==> config.mk <==
export PLATFORM = sky130hd
export DESIGN_NAME = mbt_exec
export DESIGN_NICKNAME = d
export VERILOG_FILES = /design/src/inc/mbt_pkg.sv /design/src/hdl/mbt_bitop.sv /design/src/hdl/mbt_exec.sv
export VERILOG_INCLUDE_DIRS = /design/src /design/src/inc
export SDC_FILE = /design/constraint.sdc
export NUM_CORES = 1
export LEC_CHECK = 0
export ABC_AREA = 0
export BUFFER_PORTS_ARGS = -buffer_cell sky130_fd_sc_hd__buf_2
export CAP_MARGIN = 20
export CORE_MARGIN = 5
export CORE_UTILIZATION = 27
export CTS_CLUSTER_SIZE = 25
export DETAILED_ROUTE_END_ITERATION = 16
export PLACE_DENSITY = 0.53
export SYNTH_ARGS = -nofsm -noshare
export SYNTH_HDL_FRONTEND = slang
export SYNTH_SLANG_ARGS = --single-unit
export TNS_END_PERCENT = 30
==> constraint.sdc <==
create_clock -name i_clk_sys -period 7.4 [get_ports i_clk_sys]
set_clock_uncertainty 0.05 [all_clocks]
set_input_delay 0.37 -clock i_clk_sys [delete_from_list [all_inputs] [get_ports i_clk_sys]]
set_output_delay 0.37 -clock i_clk_sys [all_outputs]
set_load 0.02 [all_outputs]
==> src/inc/mbt_defs.svh <==
`ifndef MBT_DEFS_SVH
`define MBT_DEFS_SVH
`define MBT_W_OP 5
`define MBT_W_PC 12
`define MBT_PC_RST 12'h000
`define MBT_ACC_RST 8'h00
`define MBT_ZERO8 8'h00
`define MBT_ONES8 8'hff
`define MBT_ONE8 8'h01
`define MBT_ONE_PC 12'h001
`define MBT_TWO_PC 12'h002
`define MBT_LAST_PAGE 4'hf
`define MBT_SECTOR0 2'h0
`define MBT_SKIP_WAIT 2'h2
`define MBT_BRANCH_WAIT 2'h1
`endif

==> src/inc/mbt_pkg.sv <==
package mbt_pkg;
	// Operation codes of the covered instruction groups
	typedef enum logic [4:0] {
		MBT_NOP = 5'h00, MBT_MOV_MA = 5'h01, MBT_MOV_AM = 5'h02, MBT_MOV_AX = 5'h03,
		MBT_BCLR = 5'h04, MBT_BSET = 5'h05, MBT_JMP = 5'h06, MBT_SKZ = 5'h07,
		MBT_SKZM = 5'h08, MBT_SKNZ = 5'h09, MBT_SKBZ = 5'h0a, MBT_SKBNZ = 5'h0b,
		MBT_INCSK = 5'h0c, MBT_DECSK = 5'h0d, MBT_INCSKA = 5'h0e, MBT_DECSKA = 5'h0f,
		MBT_CALL = 5'h10, MBT_RET = 5'h11, MBT_RETX = 5'h12, MBT_INTERRUPT_RETURN_OP = 5'h13,
		MBT_TRD = 5'h14, MBT_TRDL = 5'h15, MBT_ITRD = 5'h16, MBT_ITRDL = 5'h17,
		MBT_CLRM = 5'h18, MBT_SETM = 5'h19, MBT_SWAP = 5'h1a, MBT_SWAPACC = 5'h1b,
		MBT_WDTC = 5'h1c, MBT_HALT = 5'h1d
	} mbt_op_t;
	// Decoded instruction
	typedef struct packed {
		mbt_op_t op;
		logic ext;        // Extended form: sector field is used
		logic [1:0] sect; // Data memory sector
		logic [7:0] addr; // Data address or immediate
		logic [2:0] bitn; // Bit number 0..7
		logic [11:0] tgt; // Branch target
	} mbt_instr_t;
	// Data memory write request
	typedef struct packed {
		logic we;
		logic [1:0] sect;
		logic [7:0] addr;
		logic [7:0] data;
	} mbt_dwr_t;
	typedef enum logic [1:0] {
		MBT_S_EXEC = 2'b00, MBT_S_WAIT = 2'b01, MBT_S_TBL = 2'b10, MBT_S_HALT = 2'b11
	} mbt_state_t;
endpackage

==> src/hdl/mbt_bitop.sv <==
`include "mbt_defs.svh"
// Bit select, mask, increment, decrement and nibble swap of one byte
module mbt_bitop (
	input wire logic [7:0] i_val,
	input wire logic [2:0] i_bitn,
	output logic o_bit,
	output logic [7:0] o_clr,
	output logic [7:0] o_set,
	output logic [7:0] o_inc,
	output logic [7:0] o_dec,
	output logic [7:0] o_swap
);
	logic [7:0] mask;
	// One-hot mask of the chosen bit
	always_comb begin
		mask = `MBT_ZERO8;
		mask[i_bitn] = 1'b1;
	end
	// Results; clear and set leave other bits untouched
	assign o_bit = i_val[i_bitn];
	assign o_clr = i_val & ~mask;
	assign o_set = i_val | mask;
	assign o_inc = i_val + `MBT_ONE8;
	assign o_dec = i_val - `MBT_ONE8;
	assign o_swap = {i_val[3:0], i_val[7:4]};
endmodule

==> src/hdl/mbt_exec.sv <==
// Overview of operation
// - Memory byte to accumulator, one cycle, flags kept
// - Accumulator to memory byte, one cycle, flags kept
// - Immediate to accumulator, one cycle, no flags
// - Bit clear/set touches only chosen bit
// - Skip next when byte zero / nonzero
// - Zero-skip-move also copies byte to accumulator
// - Bit test skips on zero or nonzero bit
// - Inc/dec skip writes memory, skips on zero
// - Accumulator inc/dec skip keeps memory unchanged
// - Skip: three cycles, else one
// - Program counter changes take two cycles
// - Return-immediate restores address, loads accumulator
// - Table fetch: low to memory, high register
// - Last-page table fetch uses final page
// - Incrementing forms bump pointer, then fetch
// - Nibble swap; accumulator form keeps memory
// - Watchdog clear clears both flags; halt clears timeout, sets power down; others keep
// - Halt enters power down in one cycle
// - Extended forms reach any data sector directly
// - Standard forms address only sector zero
`include "mbt_defs.svh"
module mbt_exec #(
	parameter int STACK_DEPTH = 8
) (
	input wire logic i_clk_sys,
	input wire logic i_rst_n,
	input wire logic i_valid,
	input wire mbt_pkg::mbt_instr_t i_instr,
	input wire logic [7:0] i_dmem_rdata,
	input wire logic [15:0] i_pmem_rdata,
	input wire logic [7:0] i_table_page,
	input wire logic i_wake,
	output logic o_ready,
	output logic [1:0] o_dmem_sect,
	output logic [7:0] o_dmem_raddr,
	output mbt_pkg::mbt_dwr_t o_dmem_wr,
	output logic [15:0] o_pmem_addr,
	output logic [11:0] o_pc,
	output logic [7:0] o_accumulator_reg,
	output logic [7:0] o_table_high_byte,
	output logic [7:0] o_table_pointer,
	output logic o_timeout_flag,
	output logic o_powerdown_flag,
	output logic o_halted
);
	import mbt_pkg::*;
	localparam int SPW = $clog2(STACK_DEPTH);
	// Stack pointer wraps, so the depth must fill its index exactly
	if (STACK_DEPTH < 2 || STACK_DEPTH > 16 || (1 << SPW) != STACK_DEPTH) begin : g_depth_chk
		$error("STACK_DEPTH must be a power of two from 2 to 16");
	end

	mbt_state_t st_ff, nxt_st;
	logic [11:0] pc_ff, nxt_pc;
	logic [7:0] acc_ff, nxt_acc, thi_ff, nxt_thi, tptr_ff, nxt_tptr;
	logic to_ff, nxt_to, pdn_ff, nxt_pdn;
	logic [1:0] wait_ff, nxt_wait;
	mbt_dwr_t wr_ff, nxt_wr;
	logic [1:0] tsect_ff, nxt_tsect;
	logic [7:0] taddr_ff, nxt_taddr;
	logic [15:0] paddr_ff, nxt_paddr;
	logic [11:0] stack_ff [STACK_DEPTH];
	logic [SPW-1:0] sp_ff, nxt_sp;
	logic push, pop;
	logic [1:0] sect;
	logic bit_v;
	logic skip;
	logic [7:0] v_clr, v_set, v_inc, v_dec, v_swap, res, fetch_ptr, rd_eff;

	// Standard forms see sector zero, extended forms their own sector
	assign sect = i_instr.ext ? i_instr.sect : `MBT_SECTOR0;
	assign o_dmem_sect = sect;
	assign o_dmem_raddr = i_instr.addr;
	// A write still in flight shadows the stale memory byte at the same address
	assign rd_eff = (wr_ff.we && wr_ff.sect == sect && wr_ff.addr == i_instr.addr)
		? wr_ff.data : i_dmem_rdata;

	mbt_bitop u_bitop (
		.i_val(rd_eff),
		.i_bitn(i_instr.bitn),
		.o_bit(bit_v),
		.o_clr(v_clr),
		.o_set(v_set),
		.o_inc(v_inc),
		.o_dec(v_dec),
		.o_swap(v_swap)
	);

	// Instruction accepted only in execute state
	assign o_ready = (st_ff == MBT_S_EXEC);

	// Next state for core registers
	always_comb begin
		nxt_st = st_ff;
		nxt_pc = pc_ff;
		nxt_acc = acc_ff;
		nxt_thi = thi_ff;
		nxt_tptr = tptr_ff;
		nxt_to = to_ff;
		nxt_pdn = pdn_ff;
		nxt_wait = wait_ff;
		nxt_wr = '0;
		nxt_tsect = tsect_ff;
		nxt_taddr = taddr_ff;
		nxt_paddr = paddr_ff;
		nxt_sp = sp_ff;
		push = 1'b0;
		pop = 1'b0;
		skip = 1'b0;
		res = rd_eff;
		fetch_ptr = tptr_ff;
		case (st_ff)
			MBT_S_EXEC: begin
				if (i_valid) begin
					nxt_pc = pc_ff + `MBT_ONE_PC;
					case (i_instr.op)
						MBT_NOP: begin
							nxt_pc = pc_ff + `MBT_ONE_PC;
						end
						MBT_MOV_MA: begin
							nxt_acc = rd_eff;
						end
						MBT_MOV_AM: begin
							nxt_wr = '{1'b1, sect, i_instr.addr, acc_ff};
						end
						MBT_MOV_AX: begin
							nxt_acc = i_instr.addr;
						end
						MBT_BCLR: begin
							nxt_wr = '{1'b1, sect, i_instr.addr, v_clr};
						end
						MBT_BSET: begin
							nxt_wr = '{1'b1, sect, i_instr.addr, v_set};
						end
						MBT_CLRM: begin
							nxt_wr = '{1'b1, sect, i_instr.addr, `MBT_ZERO8};
						end
						MBT_SETM: begin
							nxt_wr = '{1'b1, sect, i_instr.addr, `MBT_ONES8};
						end
						MBT_SWAP: begin
							nxt_wr = '{1'b1, sect, i_instr.addr, v_swap};
						end
						MBT_SWAPACC: begin
							nxt_acc = v_swap;
						end
						MBT_SKZ, MBT_SKZM, MBT_SKNZ, MBT_SKBZ, MBT_SKBNZ,
						MBT_INCSK, MBT_DECSK, MBT_INCSKA, MBT_DECSKA: begin
							case (i_instr.op)
								MBT_SKZ: skip = (rd_eff == `MBT_ZERO8);
								MBT_SKNZ: skip = (rd_eff != `MBT_ZERO8);
								MBT_SKZM: begin
									nxt_acc = rd_eff;
									skip = (rd_eff == `MBT_ZERO8);
								end
								MBT_SKBZ: skip = !bit_v;
								MBT_SKBNZ: skip = bit_v;
								MBT_INCSK, MBT_INCSKA: res = v_inc;
								MBT_DECSK, MBT_DECSKA: res = v_dec;
								default: skip = 1'b0;
							endcase
							if (i_instr.op == MBT_INCSK || i_instr.op == MBT_DECSK) begin
								nxt_wr = '{1'b1, sect, i_instr.addr, res};
								skip = (res == `MBT_ZERO8);
							end
							if (i_instr.op == MBT_INCSKA || i_instr.op == MBT_DECSKA) begin
								nxt_acc = res;
								skip = (res == `MBT_ZERO8);
							end
							if (skip) begin
								nxt_pc = pc_ff + `MBT_TWO_PC;
								nxt_wait = `MBT_SKIP_WAIT;
								nxt_st = MBT_S_WAIT;
							end
						end
						MBT_JMP, MBT_CALL: begin
							nxt_pc = i_instr.tgt;
							push = (i_instr.op == MBT_CALL);
							nxt_sp = push ? sp_ff + 1'b1 : sp_ff;
							nxt_wait = `MBT_BRANCH_WAIT;
							nxt_st = MBT_S_WAIT;
						end
						MBT_RET, MBT_RETX, MBT_INTERRUPT_RETURN_OP: begin
							pop = 1'b1;
							nxt_sp = sp_ff - 1'b1;
							nxt_pc = stack_ff[sp_ff - 1'b1];
							if (i_instr.op == MBT_RETX) nxt_acc = i_instr.addr;
							nxt_wait = `MBT_BRANCH_WAIT;
							nxt_st = MBT_S_WAIT;
						end
						MBT_TRD, MBT_TRDL, MBT_ITRD, MBT_ITRDL: begin
							fetch_ptr = (i_instr.op == MBT_ITRD || i_instr.op == MBT_ITRDL)
								? tptr_ff + `MBT_ONE8 : tptr_ff;
							nxt_tptr = fetch_ptr;
							nxt_paddr = (i_instr.op == MBT_TRDL || i_instr.op == MBT_ITRDL)
								? {`MBT_LAST_PAGE, `MBT_LAST_PAGE, fetch_ptr}
								: {i_table_page, fetch_ptr};
							nxt_tsect = sect;
							nxt_taddr = i_instr.addr;
							nxt_st = MBT_S_TBL;
						end
						MBT_WDTC: begin
							nxt_to = 1'b0;
							nxt_pdn = 1'b0;
						end
						MBT_HALT: begin
							nxt_to = 1'b0;
							nxt_pdn = 1'b1;
							nxt_st = MBT_S_HALT;
						end
						default: nxt_pc = pc_ff + `MBT_ONE_PC;
					endcase
				end
			end
			MBT_S_WAIT: begin
				nxt_wait = wait_ff - 2'd1;
				if (wait_ff == 2'd1) nxt_st = MBT_S_EXEC;
			end
			MBT_S_TBL: begin
				nxt_wr = '{1'b1, tsect_ff, taddr_ff, i_pmem_rdata[7:0]};
				nxt_thi = i_pmem_rdata[15:8];
				nxt_st = MBT_S_EXEC;
			end
			MBT_S_HALT: begin
				if (i_wake) nxt_st = MBT_S_EXEC;
			end
			default: nxt_st = MBT_S_EXEC;
		endcase
	end

	// Register core state
	always_ff @(posedge i_clk_sys) begin
		if (!i_rst_n) begin
			st_ff <= MBT_S_EXEC;
			pc_ff <= `MBT_PC_RST;
			acc_ff <= `MBT_ACC_RST;
			thi_ff <= `MBT_ZERO8;
			tptr_ff <= `MBT_ZERO8;
			to_ff <= 1'b0;
			pdn_ff <= 1'b0;
			wait_ff <= 2'd0;
			wr_ff <= '0;
			tsect_ff <= `MBT_SECTOR0;
			taddr_ff <= `MBT_ZERO8;
			paddr_ff <= '0;
			sp_ff <= '0;
		end else begin
			st_ff <= nxt_st;
			pc_ff <= nxt_pc;
			acc_ff <= nxt_acc;
			thi_ff <= nxt_thi;
			tptr_ff <= nxt_tptr;
			to_ff <= nxt_to;
			pdn_ff <= nxt_pdn;
			wait_ff <= nxt_wait;
			wr_ff <= nxt_wr;
			tsect_ff <= nxt_tsect;
			taddr_ff <= nxt_taddr;
			paddr_ff <= nxt_paddr;
			sp_ff <= nxt_sp;
		end
	end

	// Return address stack
	always_ff @(posedge i_clk_sys) begin
		if (push) stack_ff[sp_ff] <= pc_ff + `MBT_ONE_PC;
	end

	assign o_pc = pc_ff;
	assign o_accumulator_reg = acc_ff;
	assign o_table_high_byte = thi_ff;
	assign o_table_pointer = tptr_ff;
	assign o_timeout_flag = to_ff;
	assign o_powerdown_flag = pdn_ff;
	assign o_halted = (st_ff == MBT_S_HALT);
	assign o_dmem_wr = wr_ff;
	assign o_pmem_addr = paddr_ff;

	// Checks
	property p_mov_acc;
		@(posedge i_clk_sys) disable iff (!i_rst_n)
		(o_ready && i_valid && i_instr.op == MBT_MOV_MA)
			|=> (o_accumulator_reg == $past(rd_eff)) && o_ready;
	endproperty
	a_mov_acc: assert property (p_mov_acc) else $error("move to accumulator wrong");
	property p_mov_mem;
		@(posedge i_clk_sys) disable iff (!i_rst_n)
		(o_ready && i_valid && i_instr.op == MBT_MOV_AM)
			|=> o_dmem_wr.we && o_dmem_wr.data == $past(o_accumulator_reg);
	endproperty
	a_mov_mem: assert property (p_mov_mem) else $error("move to memory wrong");
	property p_imm;
		@(posedge i_clk_sys) disable iff (!i_rst_n)
		(o_ready && i_valid && i_instr.op == MBT_MOV_AX)
			|=> o_accumulator_reg == $past(i_instr.addr) && $stable(o_timeout_flag);
	endproperty
	a_imm: assert property (p_imm) else $error("immediate load wrong");
	property p_skip_len;
		@(posedge i_clk_sys) disable iff (!i_rst_n)
		(o_ready && i_valid && i_instr.op == MBT_SKZ && rd_eff == `MBT_ZERO8)
			|=> !o_ready ##1 !o_ready ##1 o_ready;
	endproperty
	a_skip_len: assert property (p_skip_len) else $error("skip length wrong");
	property p_jump;
		@(posedge i_clk_sys) disable iff (!i_rst_n)
		(o_ready && i_valid && i_instr.op == MBT_JMP)
			|=> o_pc == $past(i_instr.tgt) && !o_ready ##1 o_ready;
	endproperty
	a_jump: assert property (p_jump) else $error("jump timing wrong");
	property p_table;
		@(posedge i_clk_sys) disable iff (!i_rst_n)
		(o_ready && i_valid && i_instr.op == MBT_TRDL)
			|=> o_pmem_addr[11:8] == `MBT_LAST_PAGE ##1 o_dmem_wr.we && o_ready;
	endproperty
	a_table: assert property (p_table) else $error("last page fetch wrong");
	property p_wdt;
		@(posedge i_clk_sys) disable iff (!i_rst_n)
		(o_ready && i_valid && i_instr.op == MBT_WDTC) |=> !o_timeout_flag && !o_powerdown_flag;
	endproperty
	a_wdt: assert property (p_wdt) else $error("watchdog clear wrong");
	property p_halt;
		@(posedge i_clk_sys) disable iff (!i_rst_n)
		(o_ready && i_valid && i_instr.op == MBT_HALT) |=> o_halted && o_powerdown_flag;
	endproperty
	a_halt: assert property (p_halt) else $error("halt wrong");
	property p_sector;
		@(posedge i_clk_sys) disable iff (!i_rst_n)
		(i_valid && !i_instr.ext) |-> o_dmem_sect == `MBT_SECTOR0;
	endproperty
	a_sector: assert property (p_sector) else $error("sector select wrong");
endmodule

==> results.ini <==
[outcome]
outcome = finished, final reports clean

[timing]
hold_violations = 0
setup_viol_count_final = 0
slew_headroom = 0.289
whs_ns = 0.118
clock.fmax_ghz = 0.178
min_period_ns = 5.62
finalMaxSlewViolations = 0
fin_ws_ns = 1.78
worst_pin_slew_ns = 1.06
period_share = 0.760
grt_setup_unrepaired = no
setup_tns_ns = 0

[placement]
gp_congestion = 0.863
port-buffer-count = 150
place_ws_ns = 1.74
hpwlAfterDp_mm = 20.4

[synthesis]
yosysSeqAreaShare = 0.484
dominantRegCellSynth = edfxtp_1
syn_avg_cell_area_um2 = 10.2
netlist_area_um2 = 9310
ys_async_sr_fraction = 0
ys_types = 72
ys_ff_latch = 177
synth_warnings = 0
syn_nets = 997
synth_edf_count = 96
syn_inst = 917

[floorplanning]
design.core.area_um2 = 34300
start_util = 0.272
die_area_um2 = 38300
die_w_um = 196
io_pins = 152
placementRows = 68
die_y_um = 196

[layout]
nets = 1105
n_fill_cell = 3498
regMostFlops = stack_ff
final_layout_size_suffix_gt1_frac = 0.239
area_delta_synth_final_pct = 18.3
largest_register_ffs = 96
post-route-util = 0.321

[routing]
drt_first_iter_violations = 830
ant_nets = 0
vias = 7730
drcViolationCount = 0
firstDrtPassIters = 5
vias_per_cell = 5.17
drt-total-wl_mm = 29.2
wl_per_cell_um = 19.6

[clocking]
numCtsBuffers = 17
cts-root-buf = clkbuf_16
cts_tree = built
clock-sinks = 177
htree_num_levels = 4
clock_latency_ns = 0.45
clkTransAtPathRegs_ns = 0.07
clockBufferDepth = 2
cts_setup_buffers = 0
cts_resized = 0
hold_buffers = 0

[flow_run]
maxCapViolCount = 0

[worst_setup_path]
crit_required_ns = 7.68
r2r_slack_ns = 1.78
worstSetupPathType = reg -> reg
worst_ep_arrival_time_ns = 5.90
crit_fanout = 22
end_kind = flop
start_kind = flop

[global_route]
grt_max_degree = 46
overflow = 0
track_usage = 0.150
grt_pass1_wl_mm = 45.2
antenna_found_initial = 2
grt_pass1_vias = 7458

[power]
ir_drop_mv = 0.155
p_leak_nw = 4.08
design_power_total_mw = 2.32
p_per_area_nw_per_um2 = 211

[min_path]
hp-class = in -> reg

cell usage after synthesis, types with 15 or more instances:
| library cell | instances | area share |
|---|---|---|
| a21oi_1 | 68 | 0.037 |
| a221oi_1 | 15 | 0.014 |
| a22oi_1 | 20 | 0.016 |
| buf_4 | 17 | 0.014 |
| clkbuf_1 | 45 | 0.018 |
| dfxtp_1 | 81 | 0.17 |
| edfxtp_1 | 96 | 0.31 |
| inv_1 | 15 | 0.0060 |
| mux2i_1 | 29 | 0.031 |
| mux4_2 | 25 | 0.060 |
| nand2_1 | 92 | 0.037 |
| nand3_1 | 27 | 0.015 |
| nor2_1 | 109 | 0.044 |
| nor3_1 | 29 | 0.016 |
| o21ai_0 | 38 | 0.020 |
| xnor2_1 | 22 | 0.021 |
worst max-delay path, cell delays in order (launching register included):
cell,delay [ns]
dfxtp_1,0.40
nand4b_1,0.11
o22a_1,0.24
a2111oi_4,0.98
mux2i_2,0.58
clkinv_2,0.25
ha_1,0.29
a21o_1,0.21
a21o_1,0.18
a21oi_1,0.18
nand2_1,0.09
a31oi_1,0.30
a2111oi_4,0.09
xor2_2,0.22
a31oi_4,0.64
nand2_1,0.29
a31o_1,0.28
o211a_1,0.12
stage by stage:
stage | cells | area (µm²)
3_3_place_gp | 1458 | 10400
2_1_floorplan | 917 | 9310
4_1_cts | 1492 | 11000
3_5_place_dp | 1460 | 10400
6_report | 1494 | 11000
5_1_grt | 1494 | 11000
placed cells by master (no fill, tap or decap), types with 26 or more instances in the layout:
cell,netlist,layout
nor2_1,109,104
nand3_1,27,27
nor3_1,29,26
a21oi_1,68,68
buf_2,2,152
nand2_1,92,92
mux2i_1,29,29
dfxtp_1,81,80
edfxtp_1,96,96
o21ai_0,38,38
metal layers:
| layer | track usage | share of wire | up-vias |
|---|---|---|---|
| li1 | - | - | 3623 |
| met1 | 0.210 | 0.45 | 3808 |
| met2 | 0.238 | 0.47 | 267 |
| met3 | 0.0261 | 0.053 | 30 |
| met4 | 0.0465 | 0.019 | 2 |
| met5 | 0 | 0.00044 | - |
power by group:
group / leakage (nW) / total (mW) / switching (mW) / internal [mW]
registers: 1.54 / 1.09 / 0.0264 / 1.06
logic: 2.26 / 0.305 / 0.199 / 0.106
clock network: 0.283 / 0.933 / 0.451 / 0.482
final timing paths:
kind / cells after the start / end / start
worst max-delay path: 17 / o_pc[7]$_SDFFE_PN0P_ / o_dmem_wr[17]$_SDFF_PN0_
worst min-delay path: 3 / o_table_high_byte[7]$_SDFFE_PN0N_ / i_pmem_rdata[15]
worst max register to register: 17 / o_pc[7]$_SDFFE_PN0P_ / o_dmem_wr[17]$_SDFF_PN0_
worst min register to register: 2 / o_table_high_byte[0]$_SDFFE_PN0N_ / o_table_high_byte[0]$_SDFFE_PN0N_
logic make-up after synthesis:
kind of cell | synth area share
simple gates | 0.153
compound gates | 0.164
flops | 0.484
buf+inv | 0.0456
mux | 0.103
xor+xnor | 0.0328
fa+ha+maj | 0.0183
other cells | 0.000403
layout make-up:
| type | count | area, µm² | area share |
|---|---|---|---|
| repair buffers | 162 | 843 | 0.0766 |
| clock inverters | 14 | 166 | 0.0151 |
| well taps | 455 | 569 | 0.0517 |
| flip-flops and latches | 177 | 4510 | 0.409 |
| clock buffers | 18 | 429 | 0.0390 |
| multi-input cells | 649 | 4430 | 0.402 |
| diodes | 1 | 2.50 | 0.000227 |
| inverters | 18 | 68.8 | 0.00625 |
(Power assumes the default switching activity.)
